### config.mk
export PLATFORM = sky130hd
export DESIGN_NAME = bxc_config_regs
export DESIGN_NICKNAME = d
export VERILOG_FILES = /design/src/rtl/bxc_pkg.sv /design/src/rtl/bxc_config_regs.sv /design/src/rtl/bxc_window_match.sv
export SDC_FILE = /design/constraint.sdc
export NUM_CORES = 1
export LEC_CHECK = 0
export BUFFER_PORTS_ARGS = -buffer_cell sky130_fd_sc_hd__buf_2
export CAP_MARGIN = 15
export CORE_MARGIN = 5
export CORE_UTILIZATION = 40
export CTS_BUF_LIST = sky130_fd_sc_hd__clkbuf_16
export DETAILED_ROUTE_END_ITERATION = 6
export PLACE_DENSITY = 0.65
export SLEW_MARGIN = 0
export SYNTH_ARGS = -nofsm -noshare
export SYNTH_HDL_FRONTEND = slang
export SYNTH_SLANG_ARGS = --single-unit
### constraint.sdc
create_clock -name clk_in -period 8.3 [get_ports clk_in]
set_clock_uncertainty 0.1 [all_clocks]
set_input_delay 1.66 -clock clk_in [delete_from_list [all_inputs] [get_ports clk_in]]
set_output_delay 1.66 -clock clk_in [all_outputs]
set_load 0.05 [all_outputs]
### src/rtl/bxc_pkg.sv
// Package with offsets, layouts, reset values and types of the extension registers
`default_nettype none
package bxc_pkg;
   // ==========================================================
   // Register byte offsets in configuration space
   localparam logic [7:0]  OFS_CHIP_CTL   = 8'h40;
   localparam logic [7:0]  OFS_DIAG       = 8'h41;
   localparam logic [7:0]  OFS_ARB        = 8'h42;
   localparam logic [7:0]  OFS_BASE0      = 8'h44;
   localparam logic [7:0]  OFS_LIMIT0     = 8'h48;
   localparam logic [7:0]  OFS_BASE1      = 8'h4c;
   localparam logic [7:0]  OFS_LIMIT1     = 8'h50;
   localparam logic [7:0]  OFS_WIN_EN     = 8'h54;
   localparam logic [7:0]  OFS_WIN_MAP    = 8'h55;
   // ==========================================================
   // Field positions
   localparam int          DIAG_RESET_BIT = 0;
   localparam int          ARB_BRIDGE_BIT = 9;
   localparam int          BASE_RO_LSB    = 2;
   localparam logic [15:0] ARB_RW_MASK    = 16'h020f;
   localparam logic [1:0]  WIN_RW_MASK    = 2'h3;
   localparam int          MEM_GRAN_BITS  = 12;
   localparam int          IO_GRAN_BITS   = 2;
   // ==========================================================
   // Reset values
   localparam logic [7:0]  DIAG_RESET     = 8'h00;
   localparam logic [15:0] ARB_RESET      = 16'h0200;
   localparam logic [31:0] WIN_ADDR_RESET = 32'h0000_0000;
   localparam logic [1:0]  WIN_CTL_RESET  = 2'h0;
   // ==========================================================
   // Timing
   localparam int          CLK_PERIOD_NS  = 10;
   localparam int          SELF_RESET_NS  = 160;
   localparam int          SELF_RESET_CYC = (SELF_RESET_NS + CLK_PERIOD_NS - 1) / CLK_PERIOD_NS;
   localparam int          NUM_REQ        = 5;
   localparam int          BRIDGE_REQ     = 4;
   // ==========================================================
   // Types
   typedef enum logic [1:0] {SR_IDLE, SR_SET_BIT6, SR_RESET} bxc_sr_e;

   typedef struct packed {
      logic        valid;
      logic        write;
      logic [7:0]  offset;
      logic [3:0]  byte_en;
      logic [31:0] wdata;
   } bxc_cfg_req_s;

   typedef struct packed {
      logic [31:0] addr;
      logic        is_io;
   } bxc_txn_s;

   typedef struct packed {
      bxc_sr_e     sr;
      logic [4:0]  sr_count;
      logic        bit6;
      logic [15:0] arb;
      logic [31:0] base0;
      logic [31:0] limit0;
      logic [31:0] base1;
      logic [31:0] limit1;
      logic [1:0]  win_en;
      logic [1:0]  win_map;
      logic        ack;
      logic [31:0] rdata;
      logic [4:0]  grant;
      logic [2:0]  hi_last;
      logic [2:0]  lo_last;
      logic [4:0]  req_s1;
      logic [4:0]  req_s2;
      logic [1:0]  win_hit;
      logic [1:0]  win_claim;
      logic [1:0]  win_prefetch;
   } bxc_state_s;
endpackage : bxc_pkg
`default_nettype wire

### src/rtl/bxc_config_regs.sv
// Extension configuration registers, self reset and two-tier arbiter of the bridge
// Operation
// Writing 1 to diagnostic bit 0 sets bridge control bit 6, then resets internally.
// The internal reset leaves bridge control bit 6 set.
// Diagnostic bit 0 clears itself and always reads back zero.
// Diagnostic bits 7..1 read zero; register resets to 00h.
// Arbiter uses two tiers, rotating fairly among requesters within each tier.
// Arbiter bit 9 puts bridge in low tier (0) or high tier (1); resets 1.
// Arbiter bits 0..3 put grant lines 0..3 in low or high tier; reset 0.
// Arbiter register resets to 0200h; bits 15..10 and 8..4 read zero.
// Two windows, each with 32-bit base and limit, all reset to zero.
// Limit bits 1:0 select non-prefetchable, prefetchable memory, or I/O window.
// Memory windows decode at 4 KB granularity, I/O windows at 4 bytes.
// Memory decode treats bits 11..2 as ones in limit, zeros in base.
// A window decodes only when its enable bit is set; enables reset disabled.
// Map bits choose inclusion or exclusion of each window in primary decode.
// Access is by configuration cycles; values survive the D3 to D0 transition.
// Enabled window matches addresses from effective base to effective limit inclusive.
`default_nettype none
module bxc_config_regs
   import bxc_pkg::*;
(
   input  wire logic         clk_in,
   input  wire logic         reset_in,
   input  wire bxc_cfg_req_s cfg_req_in,
   output logic              cfg_ack_out,
   output logic [31:0]       cfg_rdata_out,
   input  wire logic         bridge_ctl_bit6_clear_in,
   output logic              bridge_ctl_bit6_out,
   output logic              internal_reset_out,
   input  wire logic [4:0]   request_in,
   output logic              bridge_grant_out,
   output logic              secondary_grant_line_0_out,
   output logic              secondary_grant_line_1_out,
   output logic              secondary_grant_line_2_out,
   output logic              secondary_grant_line_3_out,
   input  wire bxc_txn_s     txn_in,
   output logic [1:0]        window_hit_out,
   output logic [1:0]        window_primary_claim_out,
   output logic [1:0]        window_prefetch_out
);
   // ==========================================================
   // State
   bxc_state_s  state;
   bxc_state_s  next_state;
   logic [1:0]  hit;
   logic [1:0]  claim;
   logic [1:0]  prefetch;

   // ==========================================================
   // Helpers
   function automatic logic [31:0] merge_bytes(input logic [31:0] old_value,
                                               input logic [31:0] new_value,
                                               input logic [3:0]  byte_en);
      logic [31:0] result;
      result = old_value;
      for (int i = 0; i < 4; i++) begin
         if (byte_en[i]) begin
            result[i*8 +: 8] = new_value[i*8 +: 8];
         end
      end
      return result;
   endfunction

   // Next requester after last in the given set, rotating
   function automatic logic [3:0] pick_next(input logic [4:0] reqs,
                                            input logic [2:0] last);
      logic [3:0] result;
      logic [2:0] idx;
      result = 4'h0;
      idx    = last;
      for (int k = 0; k < NUM_REQ; k++) begin
         idx = (idx == 3'(NUM_REQ - 1)) ? 3'h0 : 3'(idx + 3'h1);
         if (!result[3] && reqs[idx]) begin
            result = {1'b1, idx};
         end
      end
      return result;
   endfunction

   // ==========================================================
   // Window decoders
   bxc_window_match u_window0 (
      .base_in           (state.base0),
      .limit_in          (state.limit0),
      .enable_in         (state.win_en[0]),
      .exclude_in        (state.win_map[0]),
      .txn_in            (txn_in),
      .hit_out           (hit[0]),
      .primary_claim_out (claim[0]),
      .prefetch_out      (prefetch[0])
   );

   bxc_window_match u_window1 (
      .base_in           (state.base1),
      .limit_in          (state.limit1),
      .enable_in         (state.win_en[1]),
      .exclude_in        (state.win_map[1]),
      .txn_in            (txn_in),
      .hit_out           (hit[1]),
      .primary_claim_out (claim[1]),
      .prefetch_out      (prefetch[1])
   );

   // ==========================================================
   // Next state
   always_comb begin
      logic        in_reset;
      logic        wr;
      logic        rd;
      logic [31:0] rd_word;
      logic [31:0] wword;
      logic [4:0]  tier_high;
      logic [4:0]  reqs;
      logic [3:0]  pick;

      next_state = state;
      in_reset   = (state.sr == SR_RESET);
      wr         = cfg_req_in.valid && cfg_req_in.write && !in_reset;
      rd         = cfg_req_in.valid && !cfg_req_in.write;
      rd_word    = 32'h0000_0000;
      wword      = 32'h0000_0000;
      tier_high  = 5'h00;
      reqs       = 5'h00;
      pick       = 4'h0;

      // Pin synchroniser
      next_state.req_s1 = request_in;
      next_state.req_s2 = state.req_s1;

      // Bridge control bit 6 lives outside the internal reset
      if (bridge_ctl_bit6_clear_in) begin
         next_state.bit6 = 1'b0;
      end

      // Self reset sequence
      // Bit 6 is set on the same clock edge that starts the internal reset
      case (state.sr)
         SR_IDLE: begin
            if (wr && cfg_req_in.offset[7:2] == OFS_DIAG[7:2] && cfg_req_in.byte_en[1] &&
                cfg_req_in.wdata[8 + DIAG_RESET_BIT]) begin
               next_state.sr = SR_SET_BIT6;
            end
         end
         SR_SET_BIT6: begin
            next_state.bit6     = 1'b1;
            next_state.sr       = SR_RESET;
            next_state.sr_count = 5'(SELF_RESET_CYC - 1);
         end
         SR_RESET: begin
            if (state.sr_count == 5'h00) begin
               next_state.sr = SR_IDLE;
            end else begin
               next_state.sr_count = state.sr_count - 5'h01;
            end
         end
         default: begin
            next_state.sr = SR_IDLE;
         end
      endcase

      // Configuration writes
      // Writes are dropped while the internal reset runs
      if (wr) begin
         case (cfg_req_in.offset[7:2])
            OFS_ARB[7:2]: begin
               wword = merge_bytes({state.arb, 16'h0000}, cfg_req_in.wdata,
                                   {cfg_req_in.byte_en[3:2], 2'b00});
               next_state.arb = wword[31:16] & ARB_RW_MASK;
            end
            OFS_BASE0[7:2]: begin
               wword = merge_bytes(state.base0, cfg_req_in.wdata, cfg_req_in.byte_en);
               next_state.base0 = {wword[31:BASE_RO_LSB], 2'b00};
            end
            OFS_LIMIT0[7:2]: begin
               next_state.limit0 = merge_bytes(state.limit0, cfg_req_in.wdata,
                                               cfg_req_in.byte_en);
            end
            OFS_BASE1[7:2]: begin
               wword = merge_bytes(state.base1, cfg_req_in.wdata, cfg_req_in.byte_en);
               next_state.base1 = {wword[31:BASE_RO_LSB], 2'b00};
            end
            OFS_LIMIT1[7:2]: begin
               next_state.limit1 = merge_bytes(state.limit1, cfg_req_in.wdata,
                                               cfg_req_in.byte_en);
            end
            OFS_WIN_EN[7:2]: begin
               if (cfg_req_in.byte_en[0]) begin
                  next_state.win_en = cfg_req_in.wdata[1:0] & WIN_RW_MASK;
               end
               if (cfg_req_in.byte_en[1]) begin
                  next_state.win_map = cfg_req_in.wdata[9:8] & WIN_RW_MASK;
               end
            end
            default: begin
            end
         endcase
      end

      // Configuration reads
      // Diagnostic byte is write-only and reads zero
      case (cfg_req_in.offset[7:2])
         OFS_DIAG[7:2]:   rd_word = {state.arb, 8'h00, 8'h00};
         OFS_BASE0[7:2]:  rd_word = state.base0;
         OFS_LIMIT0[7:2]: rd_word = state.limit0;
         OFS_BASE1[7:2]:  rd_word = state.base1;
         OFS_LIMIT1[7:2]: rd_word = state.limit1;
         OFS_WIN_EN[7:2]: rd_word = {16'h0000, 6'h00, state.win_map, 6'h00, state.win_en};
         default:         rd_word = 32'h0000_0000;
      endcase
      next_state.ack   = cfg_req_in.valid;
      next_state.rdata = (rd && !in_reset) ? rd_word : 32'h0000_0000;

      // Two-tier rotating arbiter
      // Low tier is served only when no high-tier line requests
      tier_high = {state.arb[ARB_BRIDGE_BIT], state.arb[3:0]};
      reqs      = state.req_s2;
      if ((state.grant & reqs) == 5'h00) begin
         next_state.grant = 5'h00;
         pick = pick_next(reqs & tier_high, state.hi_last);
         if (pick[3]) begin
            next_state.grant  = 5'(5'h01 << pick[2:0]);
            next_state.hi_last = pick[2:0];
         end else begin
            pick = pick_next(reqs & ~tier_high, state.lo_last);
            if (pick[3]) begin
               next_state.grant  = 5'(5'h01 << pick[2:0]);
               next_state.lo_last = pick[2:0];
            end
         end
      end

      // Registered decode results
      // Held one cycle to line up with the address
      next_state.win_hit      = hit;
      next_state.win_claim    = claim;
      next_state.win_prefetch = prefetch;

      // Internal reset returns all but bit 6, the sequencer, the pin synchroniser and the ack
      if (in_reset) begin
         next_state.arb     = ARB_RESET;
         next_state.base0   = WIN_ADDR_RESET;
         next_state.limit0  = WIN_ADDR_RESET;
         next_state.base1   = WIN_ADDR_RESET;
         next_state.limit1  = WIN_ADDR_RESET;
         next_state.win_en  = WIN_CTL_RESET;
         next_state.win_map = WIN_CTL_RESET;
         next_state.grant   = 5'h00;
         next_state.hi_last = 3'(BRIDGE_REQ);
         next_state.lo_last = 3'(BRIDGE_REQ);
         next_state.win_hit   = 2'h0;
         next_state.win_claim = 2'h0;
         next_state.win_prefetch = 2'h0;
      end
   end

   // ==========================================================
   // Registers
   always_ff @(posedge clk_in) begin
      if (reset_in) begin
         state.sr           <= SR_IDLE;
         state.sr_count     <= 5'h00;
         state.bit6         <= 1'b0;
         state.arb          <= ARB_RESET;
         state.base0        <= WIN_ADDR_RESET;
         state.limit0       <= WIN_ADDR_RESET;
         state.base1        <= WIN_ADDR_RESET;
         state.limit1       <= WIN_ADDR_RESET;
         state.win_en       <= WIN_CTL_RESET;
         state.win_map      <= WIN_CTL_RESET;
         state.ack          <= 1'b0;
         state.rdata        <= 32'h0000_0000;
         state.grant        <= 5'h00;
         state.hi_last      <= 3'(BRIDGE_REQ);
         state.lo_last      <= 3'(BRIDGE_REQ);
         state.req_s1       <= 5'h00;
         state.req_s2       <= 5'h00;
         state.win_hit      <= 2'h0;
         state.win_claim    <= 2'h0;
         state.win_prefetch <= 2'h0;
      end else begin
         state <= next_state;
      end
   end

   // ==========================================================
   // Outputs
   assign cfg_ack_out                = state.ack;
   assign cfg_rdata_out              = state.rdata;
   assign bridge_ctl_bit6_out        = state.bit6;
   assign internal_reset_out         = (state.sr == SR_RESET);
   assign bridge_grant_out           = state.grant[BRIDGE_REQ];
   assign secondary_grant_line_0_out = state.grant[0];
   assign secondary_grant_line_1_out = state.grant[1];
   assign secondary_grant_line_2_out = state.grant[2];
   assign secondary_grant_line_3_out = state.grant[3];
   assign window_hit_out             = state.win_hit;
   assign window_primary_claim_out   = state.win_claim;
   assign window_prefetch_out        = state.win_prefetch;
endmodule // bxc_config_regs
`default_nettype wire

### src/rtl/bxc_window_match.sv
// Address range match of one extension window
`default_nettype none
module bxc_window_match
   import bxc_pkg::*;
(
   input  wire logic [31:0] base_in,
   input  wire logic [31:0] limit_in,
   input  wire logic        enable_in,
   input  wire logic        exclude_in,
   input  wire bxc_txn_s    txn_in,
   output logic             hit_out,
   output logic             primary_claim_out,
   output logic             prefetch_out
);
   // ==========================================================
   // Effective range
   logic        win_is_io;
   logic [31:0] eff_base;
   logic [31:0] eff_limit;
   logic        in_range;

   assign win_is_io = limit_in[1];
   always_comb begin
      if (win_is_io) begin
         eff_base  = {base_in[31:IO_GRAN_BITS], {IO_GRAN_BITS{1'b0}}};
         eff_limit = {limit_in[31:IO_GRAN_BITS], {IO_GRAN_BITS{1'b1}}};
      end else begin
         eff_base  = {base_in[31:MEM_GRAN_BITS], {MEM_GRAN_BITS{1'b0}}};
         eff_limit = {limit_in[31:MEM_GRAN_BITS], {MEM_GRAN_BITS{1'b1}}};
      end
   end

   assign in_range = (txn_in.addr >= eff_base) && (txn_in.addr <= eff_limit);
   assign hit_out  = enable_in && (txn_in.is_io == win_is_io) && in_range;
   assign primary_claim_out = hit_out && !exclude_in;
   assign prefetch_out      = !win_is_io && limit_in[0];
endmodule // bxc_window_match
`default_nettype wire

==> results.sh <==
export IMPL_status="finished with violations"
export IMPL_failed_checks="design-rule violations"
export IMPL_worst_setup_path_start_kind="flip-flop"
export IMPL_routed_wl_met2_um=17450
export IMPL_yosys_most_used_dff="dfxtp_1"
export IMPL_type_of_destination_of_the_critical_path="flip-flop"
export IMPL_worst_slew_margin_rel_pct=18.08
export IMPL_power_density_cells_nw_per_um2=238.7
export IMPL_top_layer="met5"
export IMPL_post_drt_wl_per_cell_um=19.02
export IMPL_cts_hold_fix_bufs=0
export IMPL_fp_dieArea_um2=35780
export IMPL_first_pass_iters=7
export IMPL_floorplan_initialDensity_pct=40.58
export IMPL_grt_usage_pct=20.48
export IMPL_final_setup_viol_count=0
export IMPL_place_port_buffers=130
export IMPL_clk_insertion_delay_late_ns=0.54
export IMPL_timing_setup_tns_ns=0
export IMPL_first_iter_violations=852
export IMPL_ys_warnings_count=0
export IMPL_clkSinkCount=201
export IMPL_netlist_cell_type_count=87
export IMPL_reg_to_reg_slack_setup_ns=2.66
export IMPL_synthesis_area_um2=12840
export IMPL_worst_hold_path_type="reg2reg"
export IMPL_avgViaCountPerCell=5.599
export IMPL_r2r_start="state[19]$_SDFFE_PP0P_"
export IMPL_post_cts_buffers=0
export IMPL_placeableCoreArea_um2=31640
export IMPL_die_width_um=189.2
export IMPL_pin_count_of_the_biggest_net_entering_global_routing=100
export IMPL_io_pins=133
export IMPL_tritoncts="yes"
export IMPL_global_route_wire_length_before_repair_um=59910
export IMPL_cts_resized_gates=0
export IMPL_maxCapViolations=0
export IMPL_clock_tree_root_cell="clkbuf_16"
export IMPL_post_dp_hpwl_um=28370
export IMPL_r2r_worst_path_depth=18
export IMPL_postSynthRegisterBits=201
export IMPL_report_final_slew_viol_count=0
export IMPL_overflow=0
export IMPL_worstPathBufferInverterCount=3
export IMPL_slowest_stage="dfxtp_1"
export IMPL_layout_drive_gt1_share_pct=13.56
export IMPL_worst_hold_startpoint="next_state[7]$_SDFF_PP0_"
export IMPL_crit_family="compound AO/OA/AOI/OAI gates"
export IMPL_layout_area_overhead_vs_synth_pct=11.51
export IMPL_final_antenna_net_count=0
export IMPL_met3WireLength_um=2340
export IMPL_synth_enable_flop_cells=0
export IMPL_cts_max_level=1
export IMPL_synth_seq_area_share_pct=31.34
export IMPL_final_util_pct=45.25
export IMPL_ys_async_sr_fraction_pct=0
export IMPL_via_count=11150
export IMPL_post_synth_cell_area_avg_um2=8.559
export IMPL_critical_path_data_arrival_time_ns=5.98
export IMPL_commonest_non_fill_non_tap_cells_in_the_layout="dfxtp_1, nor2_1, ha_1"
export IMPL_worst_setup_hold_path_clk_slew_ns=0.06
export IMPL_netlist_instances=1500
export IMPL_final_fill_count=3121
export IMPL_timing_final_crit_share_pct=67.95
export IMPL_fin_ws_ns=2.660
export IMPL_layout_commonest_cell="dfxtp_1"
export IMPL_cp_max_fo=13
export IMPL_preCtsSetupSlack_ns=2.813
export IMPL_wirelength_met1_um=16970
export IMPL_min_delay_worst_endpoint="state[7]$_SDFF_PP0_"
export IMPL_destination_of_the_worst_register_to_register_timing_path="secondary_grant_line_2_out$_SDFFE_PP0N_"
export IMPL_remaining_drc_errors=3
export IMPL_number_of_clock_buffers_inserted_by_tritoncts=23
export IMPL_clock_tree_buffer_depth=3
export IMPL_critical_path_max_stage_delay_ns=0.62
export IMPL_timing_critical_path_required_ns=8.64
export IMPL_path_cells="inv_1 > ha_1 > a21oi_1 > inv_1 > ha_1 > o21ai_0 > a22o_1 > ha_1 > inv_1 > nor4_1 > a211oi_2 > o21ai_0 > or4_1 > nand3_1 > or4_4 > a21o_1 > o31a_1 > a21oi_2"
export IMPL_number_of_global_route_vias_before_repair=11100
export IMPL_syn_nets=1723
export IMPL_finalWeightedCongestion=0.9505
export IMPL_grt_antenna_before_repair=2
export IMPL_die_y_um=189.2
export IMPL_rsz_0062_raised_after_global_routing="false"
export IMPL_drt_total_wl_um=37870
export IMPL_ir_worst_vdd_mv=0.1861
export IMPL_timing_fmax_mhz=177.3
export IMPL_cellLeakagePower_nw=5.497
export IMPL_max_slew_worst_pin_slew_ns=1.224
export IMPL_crit_type="reg2reg"
export IMPL_timing_hold_worst_path_depth=1
export IMPL_final_period_minus_worst_setup_slack_ns=5.640
export IMPL_std_cell_rows=65
export IMPL_hold_violations=0
export IMPL_fin_nets=1795
[worst max-delay path by stage]
stage	slack (ns)	depth (start not counted)	startpoint	endpoint
finish	2.66	18	state[19]$_SDFFE_PP0P_	secondary_grant_line_2_out$_SDFFE_PP0N_
global route	2.14	18	state[19]$_SDFFE_PP0P_	bridge_grant_out$_SDFFE_PP0N_
CTS	2.77	18	state[19]$_SDFFE_PP0P_	bridge_grant_out$_SDFFE_PP0N_
detailed placement	2.81	18	state[19]$_SDFFE_PP0P_	bridge_grant_out$_SDFFE_PP0N_
global placement	2.86	18	state[19]$_SDFFE_PP0P_	bridge_grant_out$_SDFFE_PP0N_
floorplan	3.46	20	state[19]$_SDFFE_PP0P_	secondary_grant_line_2_out$_SDFFE_PP0N_
[per-layer routing]
layer | vias to the layer above | GRT usage, %
met2 | 369 | 34.32
met1 | 5208 | 27.43
met4 | 2 | 5.802
met5 | - | 0
li1 | 5504 | -
met3 | 64 | 3.190
[logic make-up after synthesis]
| logic type | synth area share [%] |
|---|---|
| AOI/OAI and AO/OA | 17.71 |
| buffers and inverters | 6.988 |
| muxes | 11.50 |
| adders and majority gates | 13.25 |
| DFF | 31.34 |
| xor gates and xnor gates | 0.4775 |
| and+or+nand+nor | 18.73 |
[where the power goes]
group / internal [mW] / total, mW / leakage, nW / switching [mW]
sequential: 0.987 / 1.03 / 1.62 / 0.0391
clock: 0.598 / 1.01 / 0.370 / 0.412
combinational: 0.540 / 1.38 / 3.50 / 0.842
[state kept, by name, indices dropped and copies added (netlist names)]
| register | count |
|---|---|
| next_state | 5 |
| secondary_grant_line_3_out | 1 |
| window_primary_claim_out | 2 |
| bridge_grant_out | 1 |
| secondary_grant_line_0_out | 1 |
| window_prefetch_out | 2 |
| cfg_rdata_out | 32 |
| state | 151 |
| window_hit_out | 2 |
| bridge_ctl_bit6_out | 1 |
| secondary_grant_line_1_out | 1 |
| cfg_ack_out | 1 |
| secondary_grant_line_2_out | 1 |
[through the flow]
stage,area [um^2],cells,power (mW),hold slack (ns)
after floorplan,12840,1500,2.103,0.3110
after global placement,13570,1949,2.378,0.3271
after detailed placement,13570,1949,2.394,0.3317
after CTS,14310,1988,3.416,0.3578
after global routing,14310,1989,3.622,0.3708
final,14320,1991,3.418,0.3486
[area by class of cell]
| cell class | instances | area [um^2] | area share [%] |
|---|---|---|---|
| Inverter | 105 | 394.1 | 2.753 |
| Clock inverter | 16 | 165.2 | 1.154 |
| Sequential cell | 201 | 4024 | 28.11 |
| Multi-Input combinational cell | 1104 | 7944 | 55.49 |
| Antenna cell | 3 | 7.507 | 0.05244 |
| Tap cell | 402 | 503.0 | 3.513 |
| Clock buffer | 23 | 575.6 | 4.020 |
| Timing Repair Buffer | 137 | 703.2 | 4.912 |
[worst reg2reg max path, stage by stage (launching register included)]
cell	delay [ns]
dfxtp_1	0.62
inv_1	0.19
ha_1	0.36
a21oi_1	0.35
inv_1	0.14
ha_1	0.28
o21ai_0	0.16
a22o_1	0.33
ha_1	0.32
inv_1	0.13
nor4_1	0.33
a211oi_2	0.14
o21ai_0	0.48
or4_1	0.21
nand3_1	0.15
or4_4	0.53
a21o_1	0.26
o31a_1	0.34
a21oi_2	0.13
[synthesized netlist by cell type (6+ instances only)]
| library cell | n | area, um^2 |
|---|---|---|
| and3_1 | 8 | 50.05 |
| o22ai_1 | 12 | 75.07 |
| nand4_1 | 28 | 175.2 |
| o211ai_1 | 9 | 67.56 |
| a211oi_1 | 11 | 82.58 |
| o21a_1 | 14 | 105.1 |
| nor3_1 | 19 | 95.09 |
| inv_1 | 103 | 386.6 |
| a21o_1 | 55 | 412.9 |
| o21ai_0 | 43 | 215.2 |
| a21oi_1 | 75 | 375.4 |
| nand2b_1 | 14 | 87.58 |
| buf_4 | 39 | 292.8 |
| dfxtp_1 | 201 | 4024 |
| nor3b_1 | 11 | 82.58 |
| nor4_1 | 8 | 50.05 |
| nand3_1 | 18 | 90.09 |
| and2_1 | 6 | 37.54 |
| ha_1 | 136 | 1702 |
| mux2i_1 | 134 | 1341 |
| mux2_2 | 8 | 90.09 |
| a22o_1 | 6 | 52.55 |
| nor2_1 | 195 | 732.0 |
| clkbuf_1 | 40 | 150.1 |
| nand2_1 | 104 | 390.4 |
| buf_1 | 6 | 22.52 |
| a222oi_1 | 27 | 270.3 |
| nor2b_1 | 54 | 337.8 |
Power figures use the tool's default switching activity.
